$ cat config.mk
export PLATFORM = sky130hd
export DESIGN_NAME = ttm_transport
export DESIGN_NICKNAME = d
export VERILOG_FILES = /design/src/core/ttm_pkg.sv /design/src/core/ttm_transport.sv /design/src/core/ttm_ramp.sv /design/src/core/ttm_setup.sv
export SDC_FILE = /design/constraint.sdc
export NUM_CORES = 1
export LEC_CHECK = 0
export BUFFER_PORTS_ARGS = -buffer_cell sky130_fd_sc_hd__buf_2
export CAP_MARGIN = 20
export CORE_UTILIZATION = 55
export CTS_CLUSTER_DIAMETER = 30
export CTS_CLUSTER_SIZE = 10
export DETAILED_ROUTE_END_ITERATION = 10
export GPL_ROUTABILITY_DRIVEN = 0
export GPL_TIMING_DRIVEN = 0
export PLACE_DENSITY_LB_ADDON = 0.05
export REMOVE_ABC_BUFFERS = 1
export SLEW_MARGIN = 20
export SYNTH_ARGS = -nofsm -noshare
export SYNTH_HDL_FRONTEND = slang
export SYNTH_SLANG_ARGS = --single-unit
$ cat constraint.sdc
create_clock -name core_clk -period 3.9 [get_ports core_clk]
set_input_delay 0.39 -clock core_clk [delete_from_list [all_inputs] [get_ports core_clk]]
set_output_delay 0.39 -clock core_clk [all_outputs]
set_load 0.005 [all_outputs]
$ cat src/core/ttm_pkg.sv
// Package of constants and types for the tape transport motion setup block.
package ttm_pkg;

	// ------------------------------------------------------------
	// Speed ramp, write mode reset value and shared types
	// ------------------------------------------------------------
	localparam int         SPEED_W       = 8;
	localparam logic [7:0] SPEED_FULL    = 8'hFF;
	localparam logic [7:0] SPEED_ZERO    = 8'h00;
	localparam logic [7:0] SPEED_STEP    = 8'h01;
	localparam int         RAMP_TICK_NS  = 1000;
	localparam int         CLK_PERIOD_NS = 8;
	localparam int         RAMP_TICK_CYC = RAMP_TICK_NS / CLK_PERIOD_NS;
	localparam int         TICK_W        = 8;
	localparam logic       RW_RESET      = 1'b0;

	typedef enum logic [1:0] {
		TTM_IDLE,
		TTM_FWD,
		TTM_REV,
		TTM_STOPPING
	} ttm_motion_e;

	typedef struct packed {
		logic forward;
		logic reverse;
		logic write_status_set;
		logic density_choose;
		logic record_rewrite_enable;
	} ttm_cmd_s;

	typedef struct packed {
		logic online;
		logic loaded;
		logic ready;
		logic load_point;
		logic remote_density;
		logic dual_density;
	} ttm_panel_s;

endpackage : ttm_pkg

$ cat src/core/ttm_transport.sv
// Top of the tape transport motion and setup interface.
`timescale 1ns/100ps
module ttm_transport
	import ttm_pkg::*;
(
	input  wire logic         core_clk,
	input  wire logic         rst,
	input  wire logic         unit_select,
	input  wire ttm_cmd_s     cmd,
	input  wire ttm_panel_s   panel,
	output logic              iface_enable,
	output logic              drive_fwd,
	output logic              drive_rev,
	output logic [SPEED_W-1:0] capstan_speed,
	output logic              tape_moving,
	output logic              write_mode,
	output logic              high_density,
	output logic              rewrite_active
);

	// ------------------------------------------------------------
	// Qualification
	// ------------------------------------------------------------
	logic        armed;
	logic        connected;
	logic        go_ok;
	logic        fwd_req;
	logic        rev_req;
	logic        fwd_prev_reg;
	logic        rev_prev_reg;
	logic        fwd_edge;
	logic        rev_edge;
	logic        rev_block_reg;
	logic        rev_block_next;
	ttm_motion_e state_reg;
	ttm_motion_e state_next;
	logic        run;
	logic        halt_now;
	logic [SPEED_W-1:0] speed;
	logic        moving;
	logic        wm;
	logic        hd;
	logic        rw;
	logic        mode_sample;

	assign armed     = panel.loaded && panel.online;
	assign connected = armed && unit_select;
	assign go_ok     = connected && panel.ready;
	assign fwd_req   = go_ok && cmd.forward && !cmd.reverse;
	assign rev_req   = go_ok && cmd.reverse && !cmd.forward;
	assign fwd_edge  = connected && cmd.forward && !fwd_prev_reg;
	assign rev_edge  = connected && cmd.reverse && !rev_prev_reg;
	assign mode_sample = fwd_edge || rev_edge;

	// A reverse level that met the load point stays refused until it drops.
	assign rev_block_next =
		!cmd.reverse ? 1'b0 :
		(rev_edge && panel.load_point) ? 1'b1 :
		(state_reg == TTM_REV && panel.load_point) ? 1'b1 :
		rev_block_reg;

	// ------------------------------------------------------------
	// Motion state machine
	// ------------------------------------------------------------
	always_comb begin
		state_next = state_reg;
		case (state_reg)
			TTM_IDLE: begin
				if (fwd_req)
					state_next = TTM_FWD;
				else if (rev_req && !rev_block_next && !panel.load_point)
					state_next = TTM_REV;
			end
			TTM_FWD: begin
				if (!fwd_req)
					state_next = TTM_STOPPING;
			end
			TTM_REV: begin
				if (!rev_req || panel.load_point)
					state_next = TTM_IDLE;
			end
			TTM_STOPPING: begin
				if (!moving)
					state_next = TTM_IDLE;
				else if (fwd_req)
					state_next = TTM_FWD;
			end
			default: state_next = TTM_IDLE;
		endcase
	end

	assign run      = (state_next == TTM_FWD) || (state_next == TTM_REV);
	assign halt_now = (state_reg == TTM_REV) && (state_next == TTM_IDLE);

	always_ff @(posedge core_clk or posedge rst) begin
		if (rst) begin
			state_reg     <= TTM_IDLE;
			fwd_prev_reg  <= 1'b0;
			rev_prev_reg  <= 1'b0;
			rev_block_reg <= 1'b0;
		end else begin
			state_reg     <= state_next;
			fwd_prev_reg  <= connected && cmd.forward;
			rev_prev_reg  <= connected && cmd.reverse;
			rev_block_reg <= rev_block_next;
		end
	end

	// ------------------------------------------------------------
	// Submodules
	// ------------------------------------------------------------
	ttm_ramp u_ramp (
		.core_clk (core_clk),
		.rst      (rst),
		.run      (run),
		.halt_now (halt_now),
		.speed    (speed),
		.moving   (moving)
	);

	ttm_setup u_setup (
		.core_clk              (core_clk),
		.rst                   (rst),
		.sample                (mode_sample),
		.connected             (connected),
		.write_status_set      (cmd.write_status_set),
		.density_choose        (cmd.density_choose),
		.record_rewrite_enable (cmd.record_rewrite_enable),
		.remote_density        (panel.remote_density),
		.dual_density          (panel.dual_density),
		.write_mode            (wm),
		.high_density          (hd),
		.rewrite_active        (rw)
	);

	// ------------------------------------------------------------
	// Output registers
	// ------------------------------------------------------------
	always_ff @(posedge core_clk or posedge rst) begin
		if (rst) begin
			iface_enable   <= 1'b0;
			drive_fwd      <= 1'b0;
			drive_rev      <= 1'b0;
			capstan_speed  <= SPEED_ZERO;
			tape_moving    <= 1'b0;
			write_mode     <= RW_RESET;
			high_density   <= 1'b0;
			rewrite_active <= 1'b0;
		end else begin
			iface_enable   <= connected;
			drive_fwd      <= (state_reg == TTM_FWD) ||
			                  (state_reg == TTM_STOPPING);
			drive_rev      <= (state_reg == TTM_REV);
			capstan_speed  <= speed;
			tape_moving    <= moving;
			write_mode     <= wm;
			high_density   <= hd;
			rewrite_active <= rw;
		end
	end

endmodule : ttm_transport

$ cat src/core/ttm_ramp.sv
// Speed ramp generator for the tape capstan.
`timescale 1ns/100ps
module ttm_ramp
	import ttm_pkg::*;
(
	input  wire logic               core_clk,
	input  wire logic               rst,
	input  wire logic               run,
	input  wire logic               halt_now,
	output logic [SPEED_W-1:0]      speed,
	output logic                    moving
);

	// ------------------------------------------------------------
	// Tick counter and speed accumulator
	// ------------------------------------------------------------
	logic [TICK_W-1:0]  tick_reg;
	logic [TICK_W-1:0]  tick_next;
	logic               tick;
	logic [SPEED_W-1:0] speed_reg;
	logic [SPEED_W-1:0] speed_next;

	assign tick      = (tick_reg == TICK_W'(RAMP_TICK_CYC - 1));
	assign tick_next = tick ? '0 : tick_reg + TICK_W'(1);
	assign speed_next =
		halt_now ? SPEED_ZERO :
		(run && speed_reg != SPEED_FULL && tick) ? speed_reg + SPEED_STEP :
		(!run && speed_reg != SPEED_ZERO && tick) ? speed_reg - SPEED_STEP :
		speed_reg;

	always_ff @(posedge core_clk or posedge rst) begin
		if (rst) begin
			tick_reg  <= '0;
			speed_reg <= SPEED_ZERO;
		end else begin
			tick_reg  <= tick_next;
			speed_reg <= speed_next;
		end
	end

	assign speed  = speed_reg;
	assign moving = (speed_reg != SPEED_ZERO);

endmodule : ttm_ramp

$ cat src/core/ttm_setup.sv
// Mode latch for read or write state, density and overwrite.
`timescale 1ns/100ps
module ttm_setup
	import ttm_pkg::*;
(
	input  wire logic core_clk,
	input  wire logic rst,
	input  wire logic sample,
	input  wire logic connected,
	input  wire logic write_status_set,
	input  wire logic density_choose,
	input  wire logic record_rewrite_enable,
	input  wire logic remote_density,
	input  wire logic dual_density,
	output logic      write_mode,
	output logic      high_density,
	output logic      rewrite_active
);

	logic write_reg;
	logic hd_reg;
	logic ovw_reg;
	logic hd_next;
	logic ovw_next;

	assign hd_next  = dual_density && remote_density && density_choose;
	assign ovw_next = record_rewrite_enable && write_reg;

	always_ff @(posedge core_clk or posedge rst) begin
		if (rst) begin
			write_reg <= RW_RESET;
			hd_reg    <= 1'b0;
			ovw_reg   <= 1'b0;
		end else begin
			if (sample)
				write_reg <= write_status_set;
			if (connected)
				hd_reg <= hd_next;
			ovw_reg <= connected && ovw_next;
		end
	end

	assign write_mode     = write_reg;
	assign high_density   = hd_reg;
	assign rewrite_active = ovw_reg;

endmodule : ttm_setup

==> results of run 1 <==
[worst max path at each step]
stage / start / endpoint / depth (start not counted) / slack (ns)
after floorplan: u_ramp.speed[0] / u_ramp.speed[6] / 12 / 0.70
after global placement: u_ramp.speed[0] / u_ramp.speed[6] / 12 / 0.48
after detailed placement: u_ramp.speed[0] / u_ramp.speed[6] / 12 / 0.39
after CTS: u_ramp.speed[0] / u_ramp.speed[6] / 12 / 0.36
after global routing: u_ramp.speed[0] / u_ramp.speed[6] / 12 / 0.17
final: u_ramp.speed[5] / u_ramp.speed[6] / 12 / 0.35
[Yosys cell counts (3+ instances only)]
library cell | n | share of area [%]
o21ai_0 | 5 | 1.3
nor3_1 | 3 | 0.81
dfrtp_1 | 39 | 53
nor2_1 | 17 | 3.4
nor2b_1 | 6 | 2.0
mux2i_1 | 3 | 1.6
ha_1 | 9 | 6.1
xor2_1 | 3 | 1.4
nand3_1 | 7 | 1.9
inv_1 | 9 | 1.8
nand2_1 | 7 | 1.4
a21oi_1 | 5 | 1.3
xnor2_1 | 6 | 2.8
[cell type report]
type                            count  share of cell area, %
Tap cell                           44                   2.66
Multi-Input combinational cell    110                   39.6
Inverter                           10                   1.93
Sequential cell                    39                   47.1
Timing Repair Buffer               28                   6.76
Clock buffer                        6                   1.99
[critical path: stages (launching register included)]
cell      delay [ns]
dfrtp_1         0.44
nor4_2          0.48
nand3_1         0.22
a31o_2          0.29
inv_1           0.05
ha_1            0.26
o211ai_4        0.17
ha_1            0.34
nor2b_1         0.16
o31a_1          0.27
or4b_1          0.47
a31o_1          0.20
a21oi_2         0.12
[power by group through the flow]
| stage | Combinational (µW) | Sequential [µW] | Clock, µW |
|---|---|---|---|
| 2_1_floorplan | 133 | 470 | 0 |
| 3_3_place_gp | 181 | 469 | 0 |
| 3_5_place_dp | 189 | 470 | 0 |
| 4_1_cts | 190 | 462 | 180 |
| 5_1_grt | 214 | 467 | 197 |
| 6_report | 187 | 462 | 176 |
[layer usage]
metal | global-route usage (%) | vias up | share of wire [%]
met5 | 0 | - | 0
met4 | 7.64 | 0 | 1.4
met3 | 5.19 | 5 | 4.0
met2 | 35.6 | 22 | 50
met1 | 24.3 | 631 | 44
li1 | - | 624 | -
[cell families after synthesis]
logic type               after synthesis
AND/OR/NAND/NOR                       56
flip-flops                            39
AO/OA/AOI/OAI                         31
buffers and inverters                 13
adder cells (fa/ha/maj)               10
XOR/XNOR                               9
multiplexers                           4
[per-stage QoR]
step                      cell area, µm²  hold WS, ns  total power, µW  worst slack (ns)
after detailed placement            2030        0.343              659             0.391
after CTS                           2070        0.213              831             0.360
after global routing                2070        0.247              878             0.167
after global placement              2030        0.341              651             0.480
after floorplan                     1840        0.331              603             0.698
final                               2070        0.189              825             0.351
==> results.md, run 1 <==
* Post-Syn Area at 1860 µm²
* CTS Buf Count at 5
* Commonest cells after routing, fill and taps aside: dfrtp_1 (39), buf_2 (28), nor2_1 (17), ha_1 (9), inv_1 (8)
* DP Wirelength at 2310 µm
* Mux contribution to synthesized area at under 10%
* Fmax at 0.282 GHz
* Die area at ~3600 µm²
* Multi-input gate area at 820 µm²
* RSZ-0062 raised after global routing: false
* Commonest non-fill, non-tap cell in the layout: dfrtp_1
* Rel. slew slack at about half
* P_int at approximately 590 µW
* Gr usage total at 20.6%
* Worst-path clk slew at approximately 0.10 ns
* Starting density of the core at 59.4%
* Dpl cells at 231
* CORE AREA at 3130 µm²
* Worst IR drop on VDD at between 0.2 and 0.25 mV
* Final Skew at a little over 0.009 ns
* Post-synth EDFFs at 0
* Post-CTS setup buffers at 0
* Synth async-reset ratio at 100%
* Clock share of power at 21.3%
* Maximum clock path buffer count at 2
* Layout Nets at roughly 220
* Fin. Hold Viols at 0
* Grt total ovfl at 0
* Synth Area in XOR/XNOR at under 10%
* Setup violators final at 0
* Clock sinks at 39
* Critical path launch point type: flop
* Distinct cells, synth at 46
* Port Buf Inserts at 28
* Routed Antenna Nets at 0
* Post-Synth Simple-Gate Area at 17.2%
* Fill cells at 259
* Initial antenna violation count at 0
* Vias in the first global route at 1289
* Power share of the sequential group at 56.0%
* Synth Register Bits at 39
* Avg Cell Area, Syn at 11.5 µm²
* Layout cells sized above 1 at 24.9%
* Hold Crit Class: in2async
* IO Pins at 29
* Die Y at about 60 µm
* Via count of the routed design at 1282
* CP Data Arrival Time at about 3.8 ns
* Initial DRT Pass Iterations at 5
* Tcrit/Tclk final at 91.0%
* Clock root cell: clkbuf_4
* # H-tree levels at 2
* Drt drc at 0
* Sequential cell area at between 900 and 1000 µm²
* Worst Path Max Fanout at 7
* Worst reg2reg setup slack at ~0.35 ns
* CTS tree: done
* Setup Total Neg Slack at 0 ns
* Post-CTS sizing at 0
* Complex-gate fraction of the synthesized area at between 10% and 20%
* Yosys warning count at 0
* Worst slew pin tran at 0.767 ns
* Maximum Capacitance Violations at 0
* Net Sw Frac at 28.4%
* Post-Synth Adder-Cell Area at under 10%
* Logic pwr share at approximately 23%
* First-pass GRT wire length at around 5500 µm
* Largest net degree at the start of global routing at 40
* Fin crit period at around 3.5 ns
* Detailed Route WL at slightly above 3000 µm
* Worst-skew pair later-pin latency at approximately 0.33 ns
* Die width at 60.1 µm
* Inserted Diodes at 0
* Pwr dens at around 400 nW/µm²
* Ys flop type: dfrtp_1
* Status: completed
* Row count at 20
* Seq/Total Area, Yosys at 52.5%
* Detail-routed via count per cell at about 5.4
* Util after Layout at between 60 and 70%
* Crit end category: flop
* Cells after synthesis at 162
* Final Max Tran Viols at 0
* Worst setup path class: reg2reg
* Worst Path Required at about 4.2 ns
* Reg-to-Reg Start: u_ramp.speed[5]
* Net load switching power at 234 µW
* Area Overhead vs Synth at 11.5%
* Initial drt markers at 51
* Finished Layout Cells at between 200 and 250
* Hold_buf cts at 0
* WL per Instance at between 10 and 15 µm
* Largest family of logic cells by synthesized area: simple AND/OR/NAND/NOR gates
* LEAKAGE at between 0.001 and 0.0015 µW
* R2r endpoint: u_ramp.speed[6]
* FF-to-FF path depth at 12
(Power assumes the default switching activity.)
==> inputs of run 2 (changes only) <==
ABC_AREA = 1   (was unset)
MAX_ROUTING_LAYER = met4   (was unset)
==> run 2 against run 1 <==
Clock power rose by 8%. Via count rose by 15%. Wire length rose by 4.3%. Die area rose by 5.7%. Clock skew rose by 0.0018 ns. Critical path depth rose by 4. Worst setup slack improved by 0.65 ns. Global-route usage rose by 0.92 points. Synthesized cell count rose by 39%. Cell count rose by 30%. Design area rose by 8.2%. Highest routed layer unchanged.
==> results.md, run 2 <==
* IO Pins at 29 (unchanged)
* Synth Register Bits at 39 (unchanged)
* DP Wirelength at 2480 µm (+7.2%)
* Setup violators final at 0 (unchanged)
* Worst setup path class: reg2reg
* Clock sinks at 39 (unchanged)
* Cells after synthesis at 225 (+39%)
* Multi-input gate area at 850 µm² (+3.7%)
* Critical Path Most Common Cell: nand2_1
* Layout Nets at 285 (+31%)
* RSZ-0062 raised after global routing: false
* Critical path launch point type: flop
* Tcrit/Tclk final at 74.2% (-17 points)
* Largest stage delay, worst path at 0.46 ns (-0.02 ns)
* Maximum Capacitance Violations at 0 (unchanged)
* Post-synth EDFFs at 0 (unchanged)
* Commonest cells in the netlist: nand2_1 (50), dfrtp_1 (39), inv_1 (34), nor2_1 (19), nand3_1 (15)
* Top Layer Used: met4
* Worst-skew pair later-pin latency at 0.34 ns (about the same)
* Seq/Total Area, Yosys at 49.6% (-2.9 points)
* Area Overhead vs Synth at 13.9%
* # H-tree levels at 2 (unchanged)
* Die Y at 61.8 µm (+2.8%)
* Inserted Diodes at 0 (unchanged)
* Initial drt markers at 56 (+9.8%)
* Initial DRT Pass Iterations at 4 (-1)
* Detailed Route WL at 3210 µm (+4.3%)
* CTS tree: done
* Crit end category: flop
* Gr usage total at 21.5% (+0.92 points)
* Area leader, netlist: dfrtp_1
* Top-count cell post-synth: nand2_1
* First-pass GRT wire length at 5630 µm (+1.8%)
* Fmax at 0.345 GHz (+23%)
* Commonest cells after routing, fill and taps aside: nand2_1 (50), dfrtp_1 (39), inv_1 (33), buf_2 (28), nor2_1 (19)
* Ranking of synthesized cells by area: dfrtp_1 (50%), nand2_1 (9.5%), inv_1 (6.5%)
* Clock root cell: clkbuf_4
* CORE AREA at 3390 µm² (+8.4%)
* Routed Antenna Nets at 0 (unchanged)
* Maximum clock path buffer count at 2 (unchanged)
* Fill cells at 284 (+9.7%)
* Fin. Hold Viols at 0 (unchanged)
* Die width at 61.8 µm (+2.8%)
* CP Cell Sequence: nor2_1 > nand2_1 > nor2_8 > nand2_1 > nand3_1 > nand3b_1 > nand2_1 > ha_1 > nand3_2 > ha_1 > nand3_1 > nand2_1 > a21oi_1 > or2_2 > nand3_1 > nand2_1
* Dpl cells at 299 (+29%)
* Post-synth top area share at 49.6% (-2.9 points)
* Util after Layout at 66.1% (-0.090 points)
* Setup Total Neg Slack at 0 ns (unchanged)
* Worst-path clk slew at 0.11 ns (about the same)
* Detail-routed via count per cell at 4.78 (-12%)
* Rel. slew slack at 82.0% (+33 points)
* Sequential cell area at 976 µm² (unchanged)
* CTS Buf Count at 5 (unchanged)
* Met3 routed WL at 130 µm (+4.8%)
* Drt drc at 0 (unchanged)
* Worst Path Required at 4.14 ns (-0.03 ns)
* CP Data Arrival Time at 3.14 ns (-0.67 ns)
* Avg Cell Area, Syn at 8.75 µm² (-24%)
* Fin crit period at 2.89 ns (-0.654 ns)
* Status: completed
* Starting density of the core at 58.1% (-1.3 points)
* Hold WS at 0.262 ns (+0.0738 ns)
* Grt total ovfl at 0 (unchanged)
* Largest net degree at the start of global routing at 30 (-25%)
* Layout cells sized above 1 at 22.5% (-2.4 points)
* CP max stage cell: dfrtp_1
* Initial antenna violation count at 0 (unchanged)
* Commonest non-fill, non-tap cell in the layout: nand2_1
* Post-Syn Area at 1970 µm² (+5.9%)
* Row count at 21 (+5.0%)
* Ys flop type: dfrtp_1
* Worst slew pin tran at 0.268 ns (-0.499 ns)
* Worst Path Max Fanout at 8 (+1)
* Post-CTS setup buffers at 0 (unchanged)
* Via count of the routed design at 1472 (+15%)
* Port Buf Inserts at 28 (unchanged)
* DR WL met2 at 1460 µm (-5.3%)
* Final Max Tran Viols at 0 (unchanged)
* Finished Layout Cells at 308 (+30%)
* Post-route cell area at 2240 µm² (+8.2%)
* WL per Instance at 10.4 µm (-20%)
* Final Skew at 0.0109 ns (+0.00177 ns)
* Yosys warning count at 0 (unchanged)
* LEAKAGE at 0.00121 µW (+13%)
* Placed inst area at 2180 µm² (+7.5%)
* Distinct cells, synth at 28 (-39%)
* Worst IR drop on VDD at 0.199 mV (-13%)
* Synth async-reset ratio at 100% (unchanged)
* Wl on met1 at 1570 µm (+15%)
* Hold Crit Class: in2reg
* Pwr dens at 395 nW/µm² (-0.91%)
* Die area at 3820 µm² (+5.7%)
* Vias in the first global route at 1355 (+5.1%)
run 2: changes by cell type after synthesis, sizes merged, moves of 6 or more:
cell	previous run	this run
nor2b	6	0
inv	10	36
o21ai	5	11
nand2	7	56
nor2	17	27
nand3	7	19
run 2: per-stage QoR:
step,power (µW),worst slack (ns)
global placement,695,0.893
finish,885,1.01
detailed placement,705,0.870
floorplan,641,1.33
global route,963,0.797
CTS,899,1.01
run 2: what timing repair did:
item | CTS | global route
endpoints found under the hold margin | 10 | 0
gates resized for setup | 0 | 0
hold buffers | 1 | 0
run 2: critical path, delay by kind of cell, from the launching register on:
kind	cells	cell delay, ns
simple gates	13	1.49
fa+ha+maj	2	0.76
flops	1	0.46
compound gates	1	0.10
run 2: layout make-up:
type                            count  area share [%]
Clock buffer                        7            2.01
Clock inverter                      1           0.223
Inverter                           37            6.19
Multi-Input combinational cell    148            37.9
Sequential cell                    39            43.5
Tap cell                           46            2.57
Timing Repair Buffer               30            7.59
run 2: where the power goes:
part,internal [µW],switching (µW)
Combinational,93.3,140
Clock,70.3,120
Sequential,441,20.7
Total,604,281
run 2: final timing paths:
| check | endpoint | startpoint | depth (start not counted) | slack (ns) |
|---|---|---|---|---|
| max | u_ramp.speed[5] | u_ramp.speed[5] | 16 | 1.01 |
| min | u_setup.write_mode | cmd[2] | 3 | 0.26 |
| max reg2reg | u_ramp.speed[5] | u_ramp.speed[5] | 16 | 1.01 |
| min reg2reg | rewrite_active | u_setup.rewrite_active | 0 | 0.36 |
| max in group asynchronous | u_ramp.tick_reg[2] | rst | 4 | 2.98 |
| min in group asynchronous | capstan_speed[4] | rst | 3 | 0.51 |
run 2: per-layer routing:
layer  track usage, %  up-vias
met4             7.30        0
li1                 -      778
met2             32.4       26
met1             27.5      662
met5                -        -
met3             6.63        6
run 2: kinds of logic (layout without fill, tap and decap cells):
logic type,count (synthesis),in the layout,synth area share (%)
AND/OR/NAND/NOR,111,111,28.0
flip-flops,39,39,49.6
buffers and inverters,38,75,7.25
AO/OA/AOI/OAI,23,23,6.67
adder cells (fa/ha/maj),10,10,6.74
XOR/XNOR,4,4,1.78
